**config.mk**
```make
export PLATFORM = sky130hd
export DESIGN_NAME = led_behavior_sequencer
export DESIGN_NICKNAME = d
export VERILOG_FILES = /design/src/rtl/period_tick.v /design/src/rtl/led_channel_engine.v /design/src/rtl/led_behavior_sequencer.v
export VERILOG_INCLUDE_DIRS = /design/src /design/src/rtl
export SDC_FILE = /design/constraint.sdc
export NUM_CORES = 1
export LEC_CHECK = 0
export BUFFER_PORTS_ARGS = -buffer_cell sky130_fd_sc_hd__buf_2
export CAP_MARGIN = 20
export CORE_ASPECT_RATIO = 0.5
export CORE_MARGIN = 2
export CORE_UTILIZATION = 40
export CTS_CLUSTER_SIZE = 25
export DETAILED_ROUTE_END_ITERATION = 6
export PLACE_DENSITY = 0.66
export RECOVER_POWER = 50
export SYNTH_ARGS = -nofsm -noshare
export SYNTH_HDL_FRONTEND = slang
export SYNTH_SLANG_ARGS = --single-unit
```
**constraint.sdc**
```tcl
create_clock -name I_CORE_CLK -period 14.9 [get_ports I_CORE_CLK]
set_clock_uncertainty 0.15 [all_clocks]
set_input_delay 2.98 -clock I_CORE_CLK [delete_from_list [all_inputs] [get_ports I_CORE_CLK]]
set_output_delay 2.98 -clock I_CORE_CLK [all_outputs]
set_load 0.01 [all_outputs]
```
**src/rtl/led_seq_regs.vh**
```
`ifndef LED_SEQ_REGS_VH
`define LED_SEQ_REGS_VH

// Register indices; byte address is four times the index
`define IDX_BEHAV_HIGH 10'h083
`define IDX_PULSE_ONE 10'h084
`define IDX_CHAN_CTRL 10'h0A0
`define IDX_AUX_PERIOD 10'h0A1
`define IDX_STATUS 10'h0A2

// Reset values
`define RST_BEHAV_HIGH 8'h00
`define RST_PULSE_ONE 8'h20
`define RST_CHAN_CTRL 15'h4000
`define RST_PULSE_TWO_PER 7'h14
`define RST_BREATHE_PER 7'h5D

// Behaviour and pulse 1 register fields
`define F_CH9_LO 1
`define F_CH10_LO 3
`define F_AWAKE_LO 5
`define F_SLEEP_LO 7
`define F_START_REL 7
`define F_P1_PER_HI 6

// Channel control fields
`define F_DRIVE_LO 0
`define F_POL_LO 3
`define F_LINK_LO 6
`define F_PWR_IND 9
`define F_SLEEP 10
`define F_DEEP 11
`define F_P1_CNT_LO 12

// Auxiliary period fields
`define F_P2_PER_LO 0
`define F_BR_PER_LO 8

// Behaviour codes
`define CODE_DIRECT 2'b00
`define CODE_PULSE_ONE 2'b01
`define CODE_PULSE_TWO 2'b10
`define CODE_BREATHE 2'b11

// Timing: one period count is 32 steps of one millisecond
`define PERIOD_UNIT_MS 32
`define STEP_US 1000
`define CLK_MHZ 50
`define STEP_CYCLES (`STEP_US * `CLK_MHZ)
`define STEPS_PER_PULSE 32

`define RESP_OKAY 2'b00
`define RESP_SLVERR 2'b10

`endif

```
**src/rtl/period_tick.v**
```verilog
`timescale 1ns/1ps
module period_tick #(
  parameter [31:0] CYCLES = 32'd50000
)(
  input wire i_core_clk,
  input wire i_sys_rst,
  output reg o_tick
);
  reg [31:0] cnt_reg;

  // One-cycle pulse every CYCLES clocks
  always @(posedge i_core_clk or posedge i_sys_rst)
  begin
    if (i_sys_rst)
    begin
      cnt_reg <= 32'h00000000;
      o_tick <= 1'b0;
    end
    else if (cnt_reg == CYCLES - 32'd1)
    begin
      cnt_reg <= 32'h00000000;
      o_tick <= 1'b1;
    end
    else
    begin
      cnt_reg <= cnt_reg + 32'd1;
      o_tick <= 1'b0;
    end
  end
endmodule

```
**src/rtl/led_channel_engine.v**
```verilog
`timescale 1ns/1ps
`include "led_seq_regs.vh"
module led_channel_engine (
  input wire i_core_clk,
  input wire i_sys_rst,
  input wire [1:0] i_code,
  input wire i_trigger,
  input wire i_start_on_release,
  input wire [2:0] i_count,
  input wire [6:0] i_period,
  input wire i_step_tick,
  input wire [3:0] i_pwm_cnt,
  input wire i_polarity,
  output reg o_led,
  output reg o_active
);
  localparam ST_IDLE = 4'b0001;
  localparam ST_DIRECT = 4'b0010;
  localparam ST_COUNTED = 4'b0100;
  localparam ST_REPEAT = 4'b1000;

  reg [3:0] state_reg;
  reg trig_prev_reg;
  reg [1:0] code_reg;
  reg [6:0] step_cnt_reg;
  reg [4:0] pos_reg;
  reg [3:0] left_reg;
  wire rise;
  wire fall;
  wire [6:0] period;
  wire step_wrap;
  wire pulse_end;
  wire running;
  wire [3:0] level;
  wire lit;
  wire p1_start;

  assign rise = i_trigger & ~trig_prev_reg;
  assign fall = ~i_trigger & trig_prev_reg;
  assign period = (i_period == 7'h00) ? 7'h01 : i_period;
  assign step_wrap = i_step_tick && (step_cnt_reg == period - 7'h01);
  assign pulse_end = step_wrap && (pos_reg == 5'h1F);
  assign running = (state_reg == ST_COUNTED) || (state_reg == ST_REPEAT);
  // Rising half then falling half of each pulse
  assign level = pos_reg[4] ? ~pos_reg[3:0] : pos_reg[3:0];
  assign p1_start = i_start_on_release ? fall : rise;
  // Direct is full on with the fastest PWM
  assign lit = (state_reg == ST_DIRECT) ? 1'b1 :
    (running && (level == 4'hF || i_pwm_cnt < level));

  always @(posedge i_core_clk or posedge i_sys_rst)
  begin
    if (i_sys_rst)
    begin
      state_reg <= ST_IDLE;
      trig_prev_reg <= 1'b0;
      code_reg <= `CODE_DIRECT;
      step_cnt_reg <= 7'h00;
      pos_reg <= 5'h00;
      left_reg <= 4'h0;
      o_led <= 1'b0;
      o_active <= 1'b0;
    end
    else
    begin
      trig_prev_reg <= i_trigger;
      o_led <= i_polarity ? lit : ~lit;
      o_active <= (state_reg != ST_IDLE);
      if (running && i_step_tick)
      begin
        if (step_wrap)
        begin
          step_cnt_reg <= 7'h00;
          pos_reg <= pos_reg + 5'h01;
        end
        else
          step_cnt_reg <= step_cnt_reg + 7'h01;
      end
      case (state_reg)
        ST_IDLE:
        begin
          step_cnt_reg <= 7'h00;
          pos_reg <= 5'h00;
          code_reg <= i_code;
          left_reg <= {1'b0, i_count} + 4'h1;
          if (i_code == `CODE_DIRECT && rise)
            state_reg <= ST_DIRECT;
          else if (i_code == `CODE_PULSE_ONE && p1_start)
            state_reg <= ST_COUNTED;
          else if (i_code[1] && rise)
            state_reg <= ST_REPEAT;
        end
        ST_DIRECT:
        begin
          if (fall)
            state_reg <= ST_IDLE;
        end
        ST_COUNTED:
        begin
          // Pulse 1 ignores triggers until done
          if (pulse_end)
          begin
            if (left_reg == 4'h1)
              state_reg <= ST_IDLE;
            else
              left_reg <= left_reg - 4'h1;
          end
        end
        ST_REPEAT:
        begin
          if (fall)
          begin
            if (code_reg == `CODE_PULSE_TWO)
            begin
              state_reg <= ST_COUNTED;
              left_reg <= {1'b0, i_count} + 4'h1;
            end
            else
              state_reg <= ST_IDLE;
          end
        end
        default:
          state_reg <= ST_IDLE;
      endcase
    end
  end
endmodule

```
**src/rtl/led_behavior_sequencer.v**
```verilog
// Contract
// - Asleep power channel uses bits 7:6
// - Awake power channel uses bits 5:4
// - Bits 3:2 channel ten, 1:0 nine
// - Direct follows touch/set and release/clear
// - Pulse 1 emits counted pulses, no stop
// - Bit 7 selects release as start
// - Pulse 2 repeats, then counted tail
// - Breathe ramps min to max continuously
// - Each ramp takes half the period
// - Direct uses maximum PWM frequency
// - Period field counts 32 ms units
// - Zero period acts as one
// - Pulse count comes from register field
// - Unlinked drive bit acts as touch
// - Polarity sets idle level of output
`timescale 1ns/1ps
`include "led_seq_regs.vh"
module led_behavior_sequencer #(
  parameter [31:0] STEP_CYCLES = `STEP_CYCLES
)(
  input wire I_CORE_CLK,
  input wire I_SYS_RST,
  input wire [2:0] I_TOUCH,
  input wire [11:0] I_AWADDR,
  input wire I_AWVALID,
  output reg O_AWREADY,
  input wire [31:0] I_WDATA,
  input wire [3:0] I_WSTRB,
  input wire I_WVALID,
  output reg O_WREADY,
  output reg [1:0] O_BRESP,
  output reg O_BVALID,
  input wire I_BREADY,
  input wire [11:0] I_ARADDR,
  input wire I_ARVALID,
  output reg O_ARREADY,
  output reg [31:0] O_RDATA,
  output reg [1:0] O_RRESP,
  output reg O_RVALID,
  input wire I_RREADY,
  output wire [2:0] O_LED
);
  reg [7:0] behav_high_reg;
  reg [7:0] pulse_one_reg;
  reg [14:0] chan_ctrl_reg;
  reg [6:0] pulse_two_per_reg;
  reg [6:0] breathe_per_reg;
  reg aw_full_reg;
  reg [9:0] aw_idx_reg;
  reg w_full_reg;
  reg [31:0] wdata_reg;
  reg [3:0] wstrb_reg;
  reg [3:0] pwm_cnt_reg;
  reg [31:0] rdata_next;
  reg rhit_next;
  wire step_tick;
  wire do_write;
  wire [9:0] ar_idx;
  wire [2:0] active;
  wire asleep;
  wire [5:0] codes;

  period_tick #(
    .CYCLES(STEP_CYCLES)
  ) u_tick (
    .i_core_clk(I_CORE_CLK),
    .i_sys_rst(I_SYS_RST),
    .o_tick(step_tick)
  );

  assign asleep = chan_ctrl_reg[`F_SLEEP] | chan_ctrl_reg[`F_DEEP];
  assign codes[1:0] = behav_high_reg[`F_CH9_LO -: 2];
  assign codes[3:2] = behav_high_reg[`F_CH10_LO -: 2];
  assign codes[5:4] = (chan_ctrl_reg[`F_PWR_IND] && asleep) ?
    behav_high_reg[`F_SLEEP_LO -: 2] :
    behav_high_reg[`F_AWAKE_LO -: 2];

  genvar g;
  generate
    for (g = 0; g < 3; g = g + 1)
    begin : gen_chan
      wire [1:0] code;
      wire trig;
      wire [6:0] per;
      assign code = codes[2*g+1:2*g];
      assign trig = chan_ctrl_reg[`F_LINK_LO+g] ? I_TOUCH[g] :
        chan_ctrl_reg[`F_DRIVE_LO+g];
      assign per = (code == `CODE_PULSE_ONE) ?
        pulse_one_reg[`F_P1_PER_HI:0] :
        (code == `CODE_PULSE_TWO) ? pulse_two_per_reg :
        breathe_per_reg;
      led_channel_engine u_engine (
        .i_core_clk(I_CORE_CLK),
        .i_sys_rst(I_SYS_RST),
        .i_code(code),
        .i_trigger(trig),
        .i_start_on_release(pulse_one_reg[`F_START_REL]),
        .i_count(chan_ctrl_reg[`F_P1_CNT_LO+2:`F_P1_CNT_LO]),
        .i_period(per),
        .i_step_tick(step_tick),
        .i_pwm_cnt(pwm_cnt_reg),
        .i_polarity(chan_ctrl_reg[`F_POL_LO+g]),
        .o_led(O_LED[g]),
        .o_active(active[g])
      );
    end
  endgenerate

  // Free-running PWM counter at full clock rate
  always @(posedge I_CORE_CLK or posedge I_SYS_RST)
  begin
    if (I_SYS_RST)
      pwm_cnt_reg <= 4'h0;
    else
      pwm_cnt_reg <= pwm_cnt_reg + 4'h1;
  end

  assign do_write = aw_full_reg & w_full_reg & ~O_BVALID;
  assign ar_idx = I_ARADDR[11:2];

  // Write channel: address and data taken in either order
  always @(posedge I_CORE_CLK or posedge I_SYS_RST)
  begin
    if (I_SYS_RST)
    begin
      O_AWREADY <= 1'b1;
      O_WREADY <= 1'b1;
      O_BVALID <= 1'b0;
      O_BRESP <= `RESP_OKAY;
      aw_full_reg <= 1'b0;
      aw_idx_reg <= 10'h000;
      w_full_reg <= 1'b0;
      wdata_reg <= 32'h00000000;
      wstrb_reg <= 4'h0;
      behav_high_reg <= `RST_BEHAV_HIGH;
      pulse_one_reg <= `RST_PULSE_ONE;
      chan_ctrl_reg <= `RST_CHAN_CTRL;
      pulse_two_per_reg <= `RST_PULSE_TWO_PER;
      breathe_per_reg <= `RST_BREATHE_PER;
    end
    else
    begin
      if (I_AWVALID && O_AWREADY)
      begin
        aw_full_reg <= 1'b1;
        aw_idx_reg <= I_AWADDR[11:2];
        O_AWREADY <= 1'b0;
      end
      if (I_WVALID && O_WREADY)
      begin
        w_full_reg <= 1'b1;
        wdata_reg <= I_WDATA;
        wstrb_reg <= I_WSTRB;
        O_WREADY <= 1'b0;
      end
      if (O_BVALID && I_BREADY)
        O_BVALID <= 1'b0;
      if (do_write)
      begin
        aw_full_reg <= 1'b0;
        w_full_reg <= 1'b0;
        O_AWREADY <= 1'b1;
        O_WREADY <= 1'b1;
        O_BVALID <= 1'b1;
        O_BRESP <= `RESP_OKAY;
        case (aw_idx_reg)
          `IDX_BEHAV_HIGH:
          begin
            if (wstrb_reg[0])
              behav_high_reg <= wdata_reg[7:0];
          end
          `IDX_PULSE_ONE:
          begin
            if (wstrb_reg[0])
              pulse_one_reg <= wdata_reg[7:0];
          end
          `IDX_CHAN_CTRL:
          begin
            if (wstrb_reg[0])
              chan_ctrl_reg[7:0] <= wdata_reg[7:0];
            if (wstrb_reg[1])
              chan_ctrl_reg[14:8] <= wdata_reg[14:8];
          end
          `IDX_AUX_PERIOD:
          begin
            if (wstrb_reg[0])
              pulse_two_per_reg <= wdata_reg[6:0];
            if (wstrb_reg[1])
              breathe_per_reg <= wdata_reg[14:8];
          end
          `IDX_STATUS:
            O_BRESP <= `RESP_OKAY;
          default:
            O_BRESP <= `RESP_SLVERR;
        endcase
      end
    end
  end

  // Read mux
  always @*
  begin
    rdata_next = 32'h00000000;
    rhit_next = 1'b1;
    case (ar_idx)
      `IDX_BEHAV_HIGH:
        rdata_next[7:0] = behav_high_reg;
      `IDX_PULSE_ONE:
        rdata_next[7:0] = pulse_one_reg;
      `IDX_CHAN_CTRL:
        rdata_next[14:0] = chan_ctrl_reg;
      `IDX_AUX_PERIOD:
        rdata_next[14:0] = {breathe_per_reg, 1'b0, pulse_two_per_reg};
      `IDX_STATUS:
        rdata_next[5:0] = {active, O_LED};
      default:
        rhit_next = 1'b0;
    endcase
  end

  always @(posedge I_CORE_CLK or posedge I_SYS_RST)
  begin
    if (I_SYS_RST)
    begin
      O_ARREADY <= 1'b1;
      O_RVALID <= 1'b0;
      O_RDATA <= 32'h00000000;
      O_RRESP <= `RESP_OKAY;
    end
    else if (I_ARVALID && O_ARREADY)
    begin
      O_ARREADY <= 1'b0;
      O_RVALID <= 1'b1;
      O_RDATA <= rdata_next;
      O_RRESP <= rhit_next ? `RESP_OKAY : `RESP_SLVERR;
    end
    else if (O_RVALID && I_RREADY)
    begin
      O_RVALID <= 1'b0;
      O_ARREADY <= 1'b1;
    end
  end
endmodule

```
==> impl_metrics.env <==
export IMPL_status="finished, violations left"
export IMPL_failed_checks="max-capacitance violations, max-slew violations"
export IMPL_core_rowCount=45
export IMPL_fin_crit_ps=4720
export IMPL_synth_area_um2=12200
export IMPL_whs_ps=321
export IMPL_synth_most_common_cell="dfrtp_1"
export IMPL_fin_area_um2=13500
export IMPL_grt_pass1_vias=9371
export IMPL_h_tree_depth=1
export IMPL_yosys_area_top_type="dfrtp_1"
export IMPL_worstPathMaxFanout=9
export IMPL_fin_crit_sh=0.317
export IMPL_gp_congestion=0.891
export IMPL_rsz0062_at_grt="false"
export IMPL_ys_async_sr_fraction=1.00
export IMPL_clk_latency_ps=520
export IMPL_finalPower_mw=1.52
export IMPL_grt_usage=0.186
export IMPL_ys_seq_area_frac=0.428
export IMPL_max_cap_violations=2
export IMPL_cts_tree="yes"
export IMPL_final_cells=1687
export IMPL_slew_headroom=-0.254
export IMPL_cts_root_buf="clkbuf_16"
export IMPL_ys_warn_count=0
export IMPL_grt_max_degree=148
export IMPL_setup_worst_path_end_class="flip-flop"
export IMPL_r2r_end="gen_chan[0].u_engine.state_reg[0]"
export IMPL_clk_pin_slew_worst_paths_ps=70
export IMPL_ys_types=80
export IMPL_drive_gt1_frac=0.179
export IMPL_start_util=0.404
export IMPL_antenna_cells=0
export IMPL_hold_violations=0
export IMPL_synth_area_top_cells="dfrtp_1 40%, mux2_2 7.3%, mux2i_1 6.2%"
export IMPL_die_w_um=251
export IMPL_synth_area_per_cell_um2=9.99
export IMPL_power_density_nw_per_um2=113
export IMPL_yosysTopAreaCellShare=0.396
export IMPL_die_area_um2=32000
export IMPL_area_delta_synth_final_pct=11.0
export IMPL_die_h_um=127
export IMPL_postCtsSetupRepairBufs=0
export IMPL_synth_common_cells="193 x dfrtp_1, 123 x nand2_1, 79 x mux2_2"
export IMPL_avgRoutedWirePerCell_um=17.6
export IMPL_drtIter0Drc=740
export IMPL_setup_viol=0
export IMPL_drtAntennaViolNets=0
export IMPL_rrSetupSlack_ps=10380
export IMPL_cts_resized=0
export IMPL_num_vias=9442
export IMPL_place_inst=1643
export IMPL_cp_required_ps=15180
export IMPL_worst_slew_pin_transition_ps=1860
export IMPL_hp_class="reg -> reg"
export IMPL_cts_buffer_depth=3
export IMPL_postCtsHoldBufs=0
export IMPL_core_um2=30200
export IMPL_cts_buffers=22
export IMPL_clkSinkCount=208
export IMPL_start_kind="input pin"
export IMPL_via_per_inst=5.60
export IMPL_reg2regPathDepth=14
export IMPL_io_pins=114
export IMPL_largest_reg_flops=32
export IMPL_gr_total_overflow=0
export IMPL_synth_ff_type="dfrtp_1"
export IMPL_fin_nets=1372
export IMPL_synth_seq_cells=208
export IMPL_antenna_found_initial=0
export IMPL_critPathKind="in -> reg"
export IMPL_first_pass_iters=7
export IMPL_wl_um=29700
export IMPL_fmax_ghz=0.212
export IMPL_setup_tns_ps=0
export IMPL_drc=0
export IMPL_portBuffers=71
export IMPL_grt_pass1_wl_um=48800
export IMPL_postSynthCellCount=1220
export IMPL_crit_end="O_RDATA[5]"
export IMPL_peakVddDrop_v=0.0000690
export IMPL_r2r_start="behav_high_reg[1]"
export IMPL_hpwl_um=21200
export IMPL_place_area_um2=12800
export IMPL_startpoint="I_ARADDR[8]"
export IMPL_synth_edff_count=0
export IMPL_power_leakage_nw=5.85
export IMPL_cp_arrival_ps=5000
export IMPL_slew_viol_final=43
[layer usage]
metal / up-vias / GRT usage / wire length (um)
met4: 0 / 0.0392 / 478
met3: 45 / 0.0285 / 1330
met2: 219 / 0.314 / 13900
met5: - / 0 / 0
met1: 4696 / 0.256 / 13900
li1: 4482 / - / -
[stage by stage]
step / worst slack [ps] / util
final: 10180 / 0.449
after global placement: 9780 / 0.424
after detailed placement: 9690 / 0.424
after floorplan: 6110 / -
after CTS: 9980 / 0.449
after global routing: 9940 / 0.449
[layout make-up]
type / instances / area [um2]
Fill cell: 2818 / 16600
Timing Repair Buffer: 83 / 445
Sequential cell: 208 / 5220
Clock inverter: 9 / 118
Inverter: 35 / 133
Multi-Input combinational cell: 922 / 6480
Tap cell: 399 / 499
Clock buffer: 31 / 634
[worst min path at each step]
stage	slack [ps]	depth (start not counted)	start	to
2_1_floorplan	290	2	gen_chan[1].u_engine.code_reg[0]	gen_chan[1].u_engine.code_reg[0]
3_3_place_gp	300	2	gen_chan[1].u_engine.code_reg[0]	gen_chan[1].u_engine.code_reg[0]
3_5_place_dp	310	2	gen_chan[1].u_engine.code_reg[0]	gen_chan[1].u_engine.code_reg[0]
4_1_cts	320	2	gen_chan[1].u_engine.code_reg[0]	gen_chan[1].u_engine.code_reg[0]
5_1_grt	340	1	u_tick.cnt_reg[31]	u_tick.cnt_reg[31]
6_report	320	2	gen_chan[1].u_engine.code_reg[0]	gen_chan[1].u_engine.code_reg[0]
[report_power, final]
group	internal [mW]	switching, mW
clock network	0.334	0.233
logic	0.112	0.148
registers	0.630	0.0658
[worst max-delay path: stages]
cell	delay (ps)
buf_2	90
nor4b_1	370
nand2_1	120
nor3_1	930
nand2_1	100
o21ai_0	110
a221oi_1	90
o21ai_0	200
[cell usage in the layout (no fill, tap or decap), types with 9 or more instances in the layout]
cell       count
nand3_1       44
nor4_1        17
or3_1         10
nor3_1        18
and3_1        24
nand4_1       14
nor4b_1       11
buf_2         70
xnor2_1       48
ha_1          30
clkbuf_16     22
o21ai_0       55
mux2_2        79
nand2b_1      14
dfrtp_1      193
inv_1         32
mux2i_1       75
a21oi_1       40
nor3b_1       23
dfstp_2       12
clkbuf_1      10
xor2_1        34
o31ai_1       17
conb_1        19
o211ai_1       9
nand2_1      123
nor2_1        77
[kinds of logic after synthesis]
group | after synthesis | synth area share
and+or+nand+nor | 419 | 0.178
AOI/OAI and AO/OA | 213 | 0.120
DFF | 208 | 0.428
muxes | 159 | 0.140
buffers and inverters | 108 | 0.0436
xor gates and xnor gates | 82 | 0.0589
adders and majority gates | 30 | 0.0308
other | 1 | 0.000308
(Power assumes the default switching activity.)
